--- src/verilog/rmd_pkg.sv ---
package rmd_pkg;
	localparam int unsigned RMD_PORTS = 6;
	localparam int unsigned RMD_CLK_HZ = 100000000;
	localparam int unsigned RMD_SETTLE_MS = 15;
	localparam int unsigned RMD_SETTLE_CYC = RMD_CLK_HZ / 1000 * RMD_SETTLE_MS;
	typedef enum logic [1:0] {
		RMD_MODE_DIRECT,
		RMD_MODE_CLEAR_ALL,
		RMD_MODE_BBM,
		RMD_MODE_MBB
	} rmd_mode_t;
endpackage

--- src/verilog/rmd_timer.sv ---
`timescale 1ns/100ps
`default_nettype none
// Down counter: load starts a wait, done pulses when it runs out
module rmd_timer #(
	parameter int unsigned CYCLES = 1500000
) (
	input wire logic clk_sys,
	input wire logic rst_n,
	input wire logic load,
	output logic busy,
	output logic done
);
	logic [31:0] cnt_reg;
	logic [31:0] cnt_next;
	logic done_reg;
	logic done_next;

	always_comb begin
		cnt_next = cnt_reg;
		done_next = 1'b0;
		if (load) begin
			cnt_next = 32'(CYCLES);
		end else if (cnt_reg != 32'h0) begin
			cnt_next = cnt_reg - 32'h1;
			done_next = (cnt_reg == 32'h1);
		end
	end

	always_ff @(posedge clk_sys or negedge rst_n) begin
		if (!rst_n) begin
			cnt_reg <= 32'h0;
			done_reg <= 1'b0;
		end else begin
			cnt_reg <= cnt_next;
			done_reg <= done_next;
		end
	end

	assign busy = (cnt_reg != 32'h0);
	assign done = done_reg;
endmodule // rmd_timer
`default_nettype wire

--- src/verilog/rmd_ctrl.sv ---
// Notes on behaviour
// - Path selects exactly two ports' connect lines
// - Disconnect connected ports outside new path
// - Never connect and disconnect same port
// - No disconnect-all while any connect asserted
// - Direct mode grounds the path's connect lines and every other port's disconnect line
// - Or disconnect-all 15 ms, then connect
// - Break-before-make: deselect, wait 15 ms, select
// - Make-before-break: select, wait 15 ms, deselect
`timescale 1ns/100ps
`default_nettype none
module rmd_ctrl #(
	parameter int unsigned PORTS = rmd_pkg::RMD_PORTS,
	parameter int unsigned SETTLE_CYC = rmd_pkg::RMD_SETTLE_CYC,
	parameter bit HAS_CLEAR_ALL = 1'b1
) (
	input wire logic clk_sys,
	input wire logic rst_n,
	input wire logic req_valid,
	input wire logic [2:0] req_port_a,
	input wire logic [2:0] req_port_b,
	input wire rmd_pkg::rmd_mode_t req_mode,
	output logic req_ready,
	output logic req_error,
	output logic [PORTS-1:0] path_now,
	input wire logic [PORTS-1:0] conn_in,
	output logic [PORTS-1:0] conn_out,
	output logic [PORTS-1:0] conn_oe,
	input wire logic [PORTS-1:0] disc_in,
	output logic [PORTS-1:0] disc_out,
	output logic [PORTS-1:0] disc_oe,
	input wire logic clear_all_in,
	output logic clear_all_out,
	output logic clear_all_oe
);
	typedef enum logic [2:0] {
		RMD_IDLE,
		RMD_STEP1,
		RMD_STEP2,
		RMD_DONE
	} rmd_state_t;

	rmd_state_t state_reg, state_next;
	logic [PORTS-1:0] conn_reg, conn_next;
	logic [PORTS-1:0] disc_reg, disc_next;
	logic all_reg, all_next;
	logic [PORTS-1:0] want_reg, want_next;
	logic [PORTS-1:0] path_reg, path_next;
	rmd_pkg::rmd_mode_t mode_reg, mode_next;
	logic err_reg, err_next;
	logic tmr_load;
	logic tmr_busy;
	logic tmr_done;
	logic [PORTS-1:0] want_req;
	logic req_ok;
	logic [2*PORTS:0] rb_pin;
	logic [2*PORTS:0] rb_s1_reg, rb_s1_next;
	logic [2*PORTS:0] rb_s2_reg, rb_s2_next;
	logic [2*PORTS:0] rb_s3_reg, rb_s3_next;
	logic lines_free;

	rmd_timer #(
		.CYCLES(SETTLE_CYC)
	) u_timer (
		.clk_sys(clk_sys),
		.rst_n(rst_n),
		.load(tmr_load),
		.busy(tmr_busy),
		.done(tmr_done)
	);

	// Line readback from the pins passes a three-flop chain; stages two and three are used
	assign rb_pin = {conn_in, disc_in, clear_all_in};
	always_comb begin
		rb_s1_next = rb_pin;
		rb_s2_next = rb_s1_reg;
		rb_s3_next = rb_s2_reg;
	end
	always_ff @(posedge clk_sys or negedge rst_n) begin
		if (!rst_n) begin
			rb_s1_reg <= '1;
			rb_s2_reg <= '1;
			rb_s3_reg <= '1;
		end else begin
			rb_s1_reg <= rb_s1_next;
			rb_s2_reg <= rb_s2_next;
			rb_s3_reg <= rb_s3_next;
		end
	end
	// Released once the last two stages agree high; no new path is
	// started while any line still reads back grounded
	assign lines_free = (&rb_s2_reg) && (&rb_s3_reg);

	// Two distinct ports in range form a path
	always_comb begin
		want_req = '0;
		if (req_port_a < 3'(PORTS)) begin
			want_req[req_port_a] = 1'b1;
		end
		if (req_port_b < 3'(PORTS)) begin
			want_req[req_port_b] = 1'b1;
		end
	end
	assign req_ok = (req_port_a != req_port_b) && (req_port_a < 3'(PORTS))
		&& (req_port_b < 3'(PORTS))
		&& (HAS_CLEAR_ALL || req_mode != rmd_pkg::RMD_MODE_CLEAR_ALL);

	always_comb begin
		state_next = state_reg;
		conn_next = conn_reg;
		disc_next = disc_reg;
		all_next = all_reg;
		want_next = want_reg;
		path_next = path_reg;
		mode_next = mode_reg;
		err_next = err_reg;
		tmr_load = 1'b0;
		case (state_reg)
			RMD_IDLE: begin
				if (req_valid && req_ready) begin
					err_next = !req_ok;
					if (req_ok) begin
						want_next = want_req;
						mode_next = req_mode;
						tmr_load = 1'b1;
						state_next = RMD_STEP1;
						case (req_mode)
							rmd_pkg::RMD_MODE_DIRECT: begin
								conn_next = want_req;
								disc_next = ~want_req;
							end
							rmd_pkg::RMD_MODE_CLEAR_ALL: begin
								conn_next = '0;
								disc_next = '0;
								all_next = 1'b1;
							end
							rmd_pkg::RMD_MODE_BBM: begin
								conn_next = '0;
								disc_next = path_reg & ~want_req;
							end
							default: begin
								conn_next = want_req;
								disc_next = '0;
							end
						endcase
					end
				end
			end
			RMD_STEP1: begin
				if (tmr_done) begin
					case (mode_reg)
						rmd_pkg::RMD_MODE_DIRECT: begin
							conn_next = '0;
							disc_next = '0;
							state_next = RMD_DONE;
						end
						rmd_pkg::RMD_MODE_CLEAR_ALL,
						rmd_pkg::RMD_MODE_BBM: begin
							all_next = 1'b0;
							disc_next = '0;
							conn_next = want_reg;
							tmr_load = 1'b1;
							state_next = RMD_STEP2;
						end
						default: begin
							conn_next = '0;
							disc_next = path_reg & ~want_reg;
							tmr_load = 1'b1;
							state_next = RMD_STEP2;
						end
					endcase
				end
			end
			RMD_STEP2: begin
				if (tmr_done) begin
					conn_next = '0;
					disc_next = '0;
					state_next = RMD_DONE;
				end
			end
			RMD_DONE: begin
				path_next = want_reg;
				state_next = RMD_IDLE;
			end
			default: begin
				state_next = RMD_IDLE;
			end
		endcase
	end

	always_ff @(posedge clk_sys or negedge rst_n) begin
		if (!rst_n) begin
			state_reg <= RMD_IDLE;
			conn_reg <= '0;
			disc_reg <= '0;
			all_reg <= 1'b0;
			want_reg <= '0;
			path_reg <= '0;
			mode_reg <= rmd_pkg::RMD_MODE_DIRECT;
			err_reg <= 1'b0;
		end else begin
			state_reg <= state_next;
			conn_reg <= conn_next;
			disc_reg <= disc_next;
			all_reg <= all_next;
			want_reg <= want_next;
			path_reg <= path_next;
			mode_reg <= mode_next;
			err_reg <= err_next;
		end
	end

	// Open-drain: output level is always low, enable grounds the line
	assign conn_out = '0;
	assign disc_out = '0;
	assign clear_all_out = 1'b0;
	assign conn_oe = conn_reg & ~disc_reg;
	assign disc_oe = disc_reg;
	assign clear_all_oe = all_reg && HAS_CLEAR_ALL && (conn_reg == '0);
	assign req_ready = (state_reg == RMD_IDLE) && !tmr_busy && lines_free;
	assign req_error = err_reg;
	assign path_now = path_reg;
endmodule // rmd_ctrl
`default_nettype wire

--- config.mk ---
export PLATFORM = sky130hd
export DESIGN_NAME = rmd_ctrl
export DESIGN_NICKNAME = d
export VERILOG_FILES = /design/src/verilog/rmd_pkg.sv /design/src/verilog/rmd_timer.sv /design/src/verilog/rmd_ctrl.sv
export SDC_FILE = /design/constraint.sdc
export NUM_CORES = 1
export LEC_CHECK = 0
export ABC_AREA = 1
export ABC_CLOCK_PERIOD_IN_PS = 4230
export BUFFER_PORTS_ARGS = -buffer_cell sky130_fd_sc_hd__buf_2
export CAP_MARGIN = 30
export CELL_PAD_IN_SITES_DETAIL_PLACEMENT = 1
export CELL_PAD_IN_SITES_GLOBAL_PLACEMENT = 2
export CORE_UTILIZATION = 39
export CTS_BUF_LIST = sky130_fd_sc_hd__clkbuf_4 sky130_fd_sc_hd__clkbuf_8
export CTS_CLUSTER_SIZE = 40
export DETAILED_ROUTE_END_ITERATION = 7
export GPL_TIMING_DRIVEN = 0
export HOLD_SLACK_MARGIN = 0.12
export PLACE_DENSITY_LB_ADDON = 0.1
export SLEW_MARGIN = 10
export SYNTH_ARGS = -nofsm -noshare
export SYNTH_HDL_FRONTEND = slang
export SYNTH_HIERARCHICAL = 1
export SYNTH_SLANG_ARGS = --single-unit
--- constraint.sdc ---
create_clock -name clk_sys -period 4.23 [get_ports clk_sys]
set_clock_uncertainty 0.2 [all_clocks]
set_input_delay 0.2115 -clock clk_sys [delete_from_list [all_inputs] [get_ports clk_sys]]
set_output_delay 0.2115 -clock clk_sys [all_outputs]
set_load 0.005 [all_outputs]
**Yosys cells after proc, flatten, opt, wreduce, memory -nomap -nowiden**

Index checks and enable logic that the tools add are counted.
W data, S select, Z words.

- Register bits after elaboration: 103
- Input port bits: 24
- Logic and storage cells: 111

- $add $sub $neg: 1
- Magnitude comparators: 6
- Equal/unequal tests: 15
- Multiplexer cells: 40
- Bitwise logic cells: 7
- Reductions and logical operators: 29

Operators by type and width:

| operator | count |
|---|---|
| $mux W6 | 12 |
| $mux W32 | 2 |
| $pmux W6 S3 | 2 |
| $eq A32 B1 Y1 const B | 1 |
| $reduce_bool A32 Y1 | 1 |
| $sub A32 B1 Y32 const B | 1 |
| $reduce_and A13 Y1 | 2 |
| $and A6 B6 Y6 | 3 |
| $not A6 Y6 | 3 |
| $mux W1 | 14 |
| $mux W3 | 4 |
| $pmux W6 S2 | 1 |
| $logic_and A1 B1 Y1 | 9 |
| $pmux W3 S3 | 1 |
| $lt A3 B4 Y1 const B | 2 |
| $demux W1 S3 | 2 |
| $eq A3 B2 Y1 const B | 2 |
| $ge A3 B1 Y1 const B | 2 |
| $logic_not A6 Y1 | 1 |
| $lt A3 B3 Y1 const B | 2 |
| $ne A2 B1 Y1 const B | 3 |
| $ne A2 B2 Y1 const B | 3 |
| $or A6 B6 Y6 | 1 |
| $reduce_and A6 Y1 | 1 |
| 16 further kinds | 23 |

**Logic depth before layout (Yosys ltp)**

Gate-level depths: netlist of run 1.

- Depth after elaboration: 13
- Mapped depth: 19
- Gate-level depth less buffers: 18

**Cells and area by module**

The synthesis of run 1 kept the hierarchy.

Modules (own cells, without submodules):

| module | times used | cells an instance | area an instance (um2) | sequential area each (um2) |
|---|---|---|---|---|
| rmd_ctrl | 1 | 358 | 3223.1 | 1775.5 |
| rmd_timer | 1 | 319 | 2142.1 | 825.8 |

**Least setup slack after synthesis of run 1**

No wires, ideal clock.

- Path type: flip-flop to flip-flop
- Start point: register u_timer.cnt_reg[0]
- End point: register u_timer.cnt_reg[0]
- Arrival: 2522 ps
- Data required time: 3903 ps
- Slack: 1380 ps
- Cell stages (with the launch flop): 19
- Clock period less this slack: 2850 ps
- Cell sequence: dfrtp_1 -> inv_1 -> ha_1 -> nand2_2 -> nor2_4 -> nand2_4 -> inv_1 -> nand2_1 -> inv_1 -> nand2_1 -> nor2_2 -> nand2_2 -> nor2_4 -> nand3_4 -> o21ai_0 -> inv_1 -> clkbuf_1 -> nand3_1 -> o21ai_0

- Longest elaborated chain between the ends: 8
- Elaborated cells on any way between the ends: 11
- Those cells by class: add/sub: 1; mux: 4; reduce/logical: 6

Ends and longest elaborated chain:

| item | RTL line | text |
|---|---|---|
| start: declaration | rmd_timer.sv:13 | `logic [31:0] cnt_reg;` |
| start signal: assignment | rmd_timer.sv:34 | `cnt_reg <= cnt_next;` |
| $reduce_bool A32 Y1 * | rmd_timer.sv:39 | `assign busy = (cnt_reg != 32'h0);` |
| named net tmr_busy | rmd_ctrl.sv:52 | `logic tmr_busy;` |
| $logic_not A1 Y1 * | rmd_ctrl.sv:220 | `assign req_ready = (state_reg == RMD_IDLE) && !tmr_busy && lines_free;` |
| $logic_and A1 B1 Y1 * (2 in series) | rmd_ctrl.sv:220 |  |
| $logic_and A1 B1 Y1 * | rmd_ctrl.sv:120 | `if (req_valid && req_ready) begin` |
| $mux W1 * | rmd_ctrl.sv:120 |  |
| $pmux W1 S2 * | rmd_ctrl.sv:118 | `case (state_reg)` |
| named net tmr_load | rmd_ctrl.sv:51 | `logic tmr_load;` |
| $mux W32 / $reduce_bool A2 Y1 (equally long branches) | n/a |  |

Mark *: on every way through the listed nets, which the timed path passes. The rest lies on a longest branch. The select of a mux whose other input is x is not followed.
A chain may end at the register's enable or synchronous reset.

**Worst setup path in the final report of run 1**

- Start point: register u_timer.cnt_reg[0]
- End point: register u_timer.cnt_reg[28]

Same word-level chain as after synthesis.

==> flow_metrics.tcl, run 1 <==
set metrics [dict create \
    seq_area_frac_synth_pct 48.5 \
    tns_ps 0 \
    route.detailed.drc 0 \
    drive_gt1_share_pct 19.0 \
    multi_input_area_um2 2310 \
    io_pins 58 \
    outcome "complete, no violations" \
    synth.area.top_cells "dfrtp_1 (29%), dfstp_2 (19%), nand2_1 (12%), nor2_1 (7.6%), inv_1 (5.9%)" \
    p_per_area_nw_per_um2 281 \
    clock.fmax_mhz 262 \
    area.sequential_um2 2600 \
    period_needed_ps 3810 \
    p_clk_share_pct 36.3 \
    final_cell_mix "nand2_1 (167), nor2_1 (109), inv_1 (85)" \
    switchingPower_uw 480 \
    crit_arrival_ps 3910 \
    final_cells 949 \
    synth_seq_cells 102 \
    synth_cell_type_count 36 \
    grt_max_degree 55 \
    final_core_util_pct 47.4 \
    yosysWarningCount 6 \
    antenna_cells 0 \
    fp.dieArea_um2 14200 \
    fillers 1703 \
    largest_reg_flops 32 \
    synthCells 677 \
    grt_pass1_vias 4961 \
    relSlewSlack_pct 53.2 \
    end_kind "register" \
    post_cts_buffers 0 \
    crit_path_max_fanout 10 \
    reg2reg_slack_ps 420 \
    final_nets 804 \
    hp-start "req_port_b[1]" \
    placed_cells 910 \
    cts_buffers 9 \
    htreeDepth 3 \
    startpoint_type "register" \
    wl_um 14700 \
    grt_pass1_wl_um 24700 \
    hold_viol_final 0 \
    hp-class "input port to register" \
    async_flop_share_pct 100 \
    crit_slowest_cell "o21ai_1" \
    worst-r2r-cell-count 18 \
    synthFlopType "dfrtp_1" \
    gp_congestion 0.878 \
    dp_hpwl_um 11200 \
    synthToLayoutAreaGrowth_pct 17.8 \
    worstReg2RegStart "u_timer/cnt_reg[0]" \
    wl_per_cell_um 15.5 \
    leakage_uw 0.00318 \
    slowest_delay_ps 420 \
    clock-root-buffer "clkbuf_8" \
    cp_common_cell "inv_1" \
    cts_buffer_depth 2 \
    antenna_found_initial 0 \
    p_int_uw 1290 \
    num_vias 4632 \
    ir_drop_mv 0.131 \
    path_class "register to register" \
    initial_core_util_pct 40.2 \
    routed_via_density 4.88 \
    grt.overflow.total 0 \
    clk_pin_slew_ps 110 \
    power_frac_comb_pct 6.1 \
    synth_area_um2 5370 \
    drtAntennaViolNets 0 \
    seq_power_share_pct 57.5 \
    hold-path-cell-count 5 \
    synth.top_cell.area_share_pct 29.4 \
    layout_commonest_cell "nand2_1" \
    yosysTopAreaCell "dfrtp_1" \
    coreArea_um2 13300 \
    numClockSinks 102 \
    grt_use_total_pct 22.4 \
    min_period_over_period_pct 90.1 \
    tightest_slew_ps 702 \
    row_count 42 \
    syn_area_per_cell_um2 7.92 \
    path_cells "inv_1 > ha_1 > nand2_2 > nor2_4 > nand2_4 > inv_1 > nand2_1 > inv_1 > nand2_1 > nor2_2 > nand2_2 > nor2_4 > nand3_4 > o21ai_1 > inv_1 > clkbuf_1 > nand3_1 > nor2_1" \
    first_pass_iters 4 \
    setup_violations 0 \
    drtIter0Drc 183 \
    timing.final.max_slew_violations 0 \
    clock_latency_ps 400 \
    portBuffers 44 \
    regToRegEndpoint "u_timer/cnt_reg[28]" \
    required_ps 4330 \
    rsz0062_at_grt "false" \
    die_h_um 119 \
    switching_share_pct 27.1 \
    synth_edf_count 0 \
    cts_tree "built" \
    maxCapViolCount 0 \
    die_width_um 119 \
    holdPathEnd "want_reg[3]" \
]
-- metal layers --
layer | vias to the layer above | wire, um | GRT usage (%)
li1 | 2298 | - | -
met1 | 2231 | 6280 | 25.9
met2 | 73 | 7620 | 40.2
met3 | 30 | 370 | 3.35
met4 | 0 | 466 | 11.6
met5 | - | 0 | 0
-- final cells by class --
cell class              instances  share of cell area, %
plain buffers                  24                   2.69
clock inverters                 7                   1.37
flip-flops and latches        102                   41.2
repair buffers                 68                   7.60
inverters                      87                   5.25
well taps                     176                   3.48
clock buffers                   9                   1.96
multi-input cells             476                   36.5
-- Yosys cell counts (8+ instances only) --
master / number
a21oi_1: 13
buf_4: 14
dfrtp_1: 63
dfstp_2: 39
ha_1: 12
inv_1: 85
nand2_1: 167
nand3_1: 53
nand4_1: 16
nor2_1: 109
nor3_1: 8
o21ai_0: 24
o21ai_1: 9
o22ai_1: 13
-- critical path, delay by kind of cell (launching register included) --
| kind | cells | cell delay, ps |
|---|---|---|
| fa+ha+maj | 1 | 300 |
| flops | 1 | 410 |
| simple gates | 11 | 1380 |
| compound gates | 1 | 420 |
| buf+inv | 5 | 990 |
-- logic make-up after synthesis --
kind of cell               synth area share [%]
adders and majority gates                  2.80
other                                    0.0699
xor gates and xnor gates                   1.14
DFF                                        48.5
buffers and inverters                      9.35
AOI/OAI and AO/OA                          6.46
and+or+nand+nor                            31.7
-- worst max path at each step --
| stage | startpoint | endpoint | slack, ps | cells past startpoint |
|---|---|---|---|---|
| 2_1_floorplan | u_timer/cnt_reg[0] | u_timer/cnt_reg[0] | 1380 | 18 |
| 4_1_cts | u_timer/cnt_reg[0] | u_timer/cnt_reg[24] | 120 | 18 |
| 3_5_place_dp | u_timer/cnt_reg[0] | u_timer/cnt_reg[27] | 140 | 18 |
| 6_report | u_timer/cnt_reg[0] | u_timer/cnt_reg[28] | 420 | 18 |
| 5_1_grt | u_timer/cnt_reg[0] | u_timer/cnt_reg[30] | 110 | 18 |
| 3_3_place_gp | u_timer/cnt_reg[0] | u_timer/cnt_reg[28] | 250 | 18 |
-- power by group through the flow --
stage	Sequential, uW	Combinational [uW]	Clock [uW]
floorplan	1030	45.0	0
global placement	1040	87.7	0
detailed placement	1040	93.8	0
CTS	1020	110	673
global route	1020	123	699
finish	1020	109	644
-- metrics by stage --
stage	hold slack, ps	worst slack, ps	total power (uW)	instance area [um2]
after global placement	116	248	1120	5850
after CTS	126	116	1800	6320
final	141	419	1770	6320
after global routing	160	105	1850	6320
after detailed placement	110	140	1130	5880
after floorplan	-284	1380	1080	5410
-- what timing repair did --
action | in CTS | in global routing
gates resized for setup | 0 | 1
endpoints found under the setup margin | 0 | 21
hold buffers | 23 | 0
hold endpoints to repair | 79 | 0
No activity file was read; power rests on OpenSTA's default activity.
==> inputs of run 2 (changes only) <==
- REMOVE_ABC_BUFFERS: not set -> 1
- SLEW_MARGIN: 10 -> 30
==> flow_metrics.tcl, run 2 (synthesis gave the netlist of run 1 again) <==
set metrics [dict create \
    outcome "complete, no violations" \
    drtAntennaViolNets 0 \
    num_vias 4591 \
    final_cell_mix "nand2_1 (166), nor2_1 (109), inv_1 (84)" \
    path_cells "inv_1 > ha_2 > nand2_2 > nor2_4 > nand2_4 > inv_1 > nand2_2 > inv_1 > nand2_1 > nor2_2 > nand2_2 > nor2_4 > nand3_4 > nor2_4 > nand2_1 > dlygate4sd3_1 > o21ai_1 > dlygate4sd3_1" \
    routed_via_density 4.92 \
    clock.fmax_mhz 258 \
    antenna_found_initial 0 \
    wl_um 14300 \
    die_h_um 119 \
    cts_buffers 9 \
    htreeDepth 3 \
    coreArea_um2 13300 \
    crit_arrival_ps 4010 \
    startpoint_type "register" \
    route.detailed.drc 0 \
    largest_reg_flops 32 \
    timing.final.max_slew_violations 0 \
    slowest_delay_ps 570 \
    cts_tree "built" \
    place_ws_ps -132 \
    crit_buf_inv 5 \
    hold_viol_final 0 \
    fp.dieArea_um2 14200 \
    maxCapViolCount 0 \
    hp-class "register to register" \
    clk_pin_slew_ps 110 \
    required_ps 4360 \
    setup_violations 0 \
    final_nets 789 \
    grt_pass1_wl_um 23700 \
    cts_buffer_depth 2 \
    min_period_over_period_pct 91.8 \
    synthToLayoutAreaGrowth_pct 16.0 \
    gp_congestion 0.788 \
    p_per_area_nw_per_um2 279 \
    drtIter0Drc 115 \
    ir_drop_mv 0.152 \
    area.sequential_um2 2600 \
    end_kind "register" \
    place_area_um2 5720 \
    rsz0062_at_grt "false" \
    portBuffers 44 \
    p_total_uw 1740 \
    crit_slowest_cell "dlygate4sd3_1" \
    io_pins 58 \
    drive_gt1_share_pct 18.2 \
    grt_use_total_pct 21.6 \
    period_needed_ps 3880 \
    layout_setup_ws_ps 348 \
    fin_area_um2 6220 \
    crit_path_max_fanout 8 \
    fillers 1669 \
    clock-root-buffer "clkbuf_8" \
    crit_family "buffers and inverters" \
    multi_input_area_um2 2320 \
    numClockSinks 102 \
    initial_core_util_pct 40.2 \
    path_class "register to register" \
    leakage_uw 0.00310 \
    grt_pass1_vias 4745 \
    tightest_slew_ps 874 \
    grt.overflow.total 0 \
    clock_latency_ps 390 \
    first_pass_iters 4 \
    die_width_um 119 \
    grt_max_degree 69 \
    layout_commonest_cell "nand2_1" \
    wl_per_cell_um 15.3 \
    antenna_cells 0 \
    dp_hpwl_um 10600 \
    relSlewSlack_pct 41.5 \
    row_count 42 \
]
==> run 2: cell count changes in the layout (fill, tap and decap cells not counted), moves of 2 or more <==
cell           before  now
dlygate4sd3_1      23   26
clkinv_8            3    0
buf_4              15    4
clkbuf_1            5    0
buf_6               3    1
clkinvlp_4          0    2
==> run 2: path summary, 6_finish.rpt <==
kind,from,to,slack (ps),depth (start not counted)
setup / recovery,u_timer/cnt_reg[0],mode_reg[1],350,18
hold / removal,rb_s1_reg[0],rb_s2_reg[0],160,0
setup reg to reg,u_timer/cnt_reg[0],mode_reg[1],350,18
hold reg to reg,rb_s1_reg[0],rb_s2_reg[0],160,0
max in group asynchronous,rst_n,want_reg[1],3180,3
min in group asynchronous,rst_n,rb_s3_reg[8],210,2
==> run 2: per-layer routing <==
layer	GRT usage (%)	wire length, um	vias to the layer above
met1	26.1	6460	2243
met3	4.21	324	17
met5	0	0	-
met4	6.95	248	0
met2	38.3	7270	67
li1	-	-	2264
==> run 2: metrics by stage <==
step / hold WS, ps / util, % / setup TNS, ps / std cells
global route: 162 / 46.6 / 0 / 934
global placement: 116 / 42.6 / -25710 / 885
detailed placement: -68.6 / 42.8 / -1380 / 886
floorplan: -284 / - / 0 / 665
finish: 156 / 46.6 / 0 / 934
CTS: 149 / 46.4 / 0 / 930
==> run 2: where the power goes <==
part           internal [uW]  switching [uW]  leakage (uW)
sequential              1010            11.1       0.00118
combinational           40.9            61.1       0.00183
clock                    228             386     0.0000988
total                   1280             459       0.00310
==> run 2: repair_timing <==
action,in CTS,in global routing
pin swaps,0,1
gates resized for setup,2,3
hold buffers,27,0
endpoints found under the setup margin,15,16
hold endpoints to repair,101,0
gates cloned,1,0
buffers inserted,0,4
==> run 2: layout make-up <==
type | instances | area share, %
Tap cell | 176 | 3.54
Timing Repair inverter | 1 | 0.121
Inverter | 87 | 5.39
Sequential cell | 102 | 41.8
Clock inverter | 7 | 0.965
Multi-Input combinational cell | 476 | 37.3
Clock buffer | 9 | 1.99
Timing Repair Buffer | 76 | 8.83
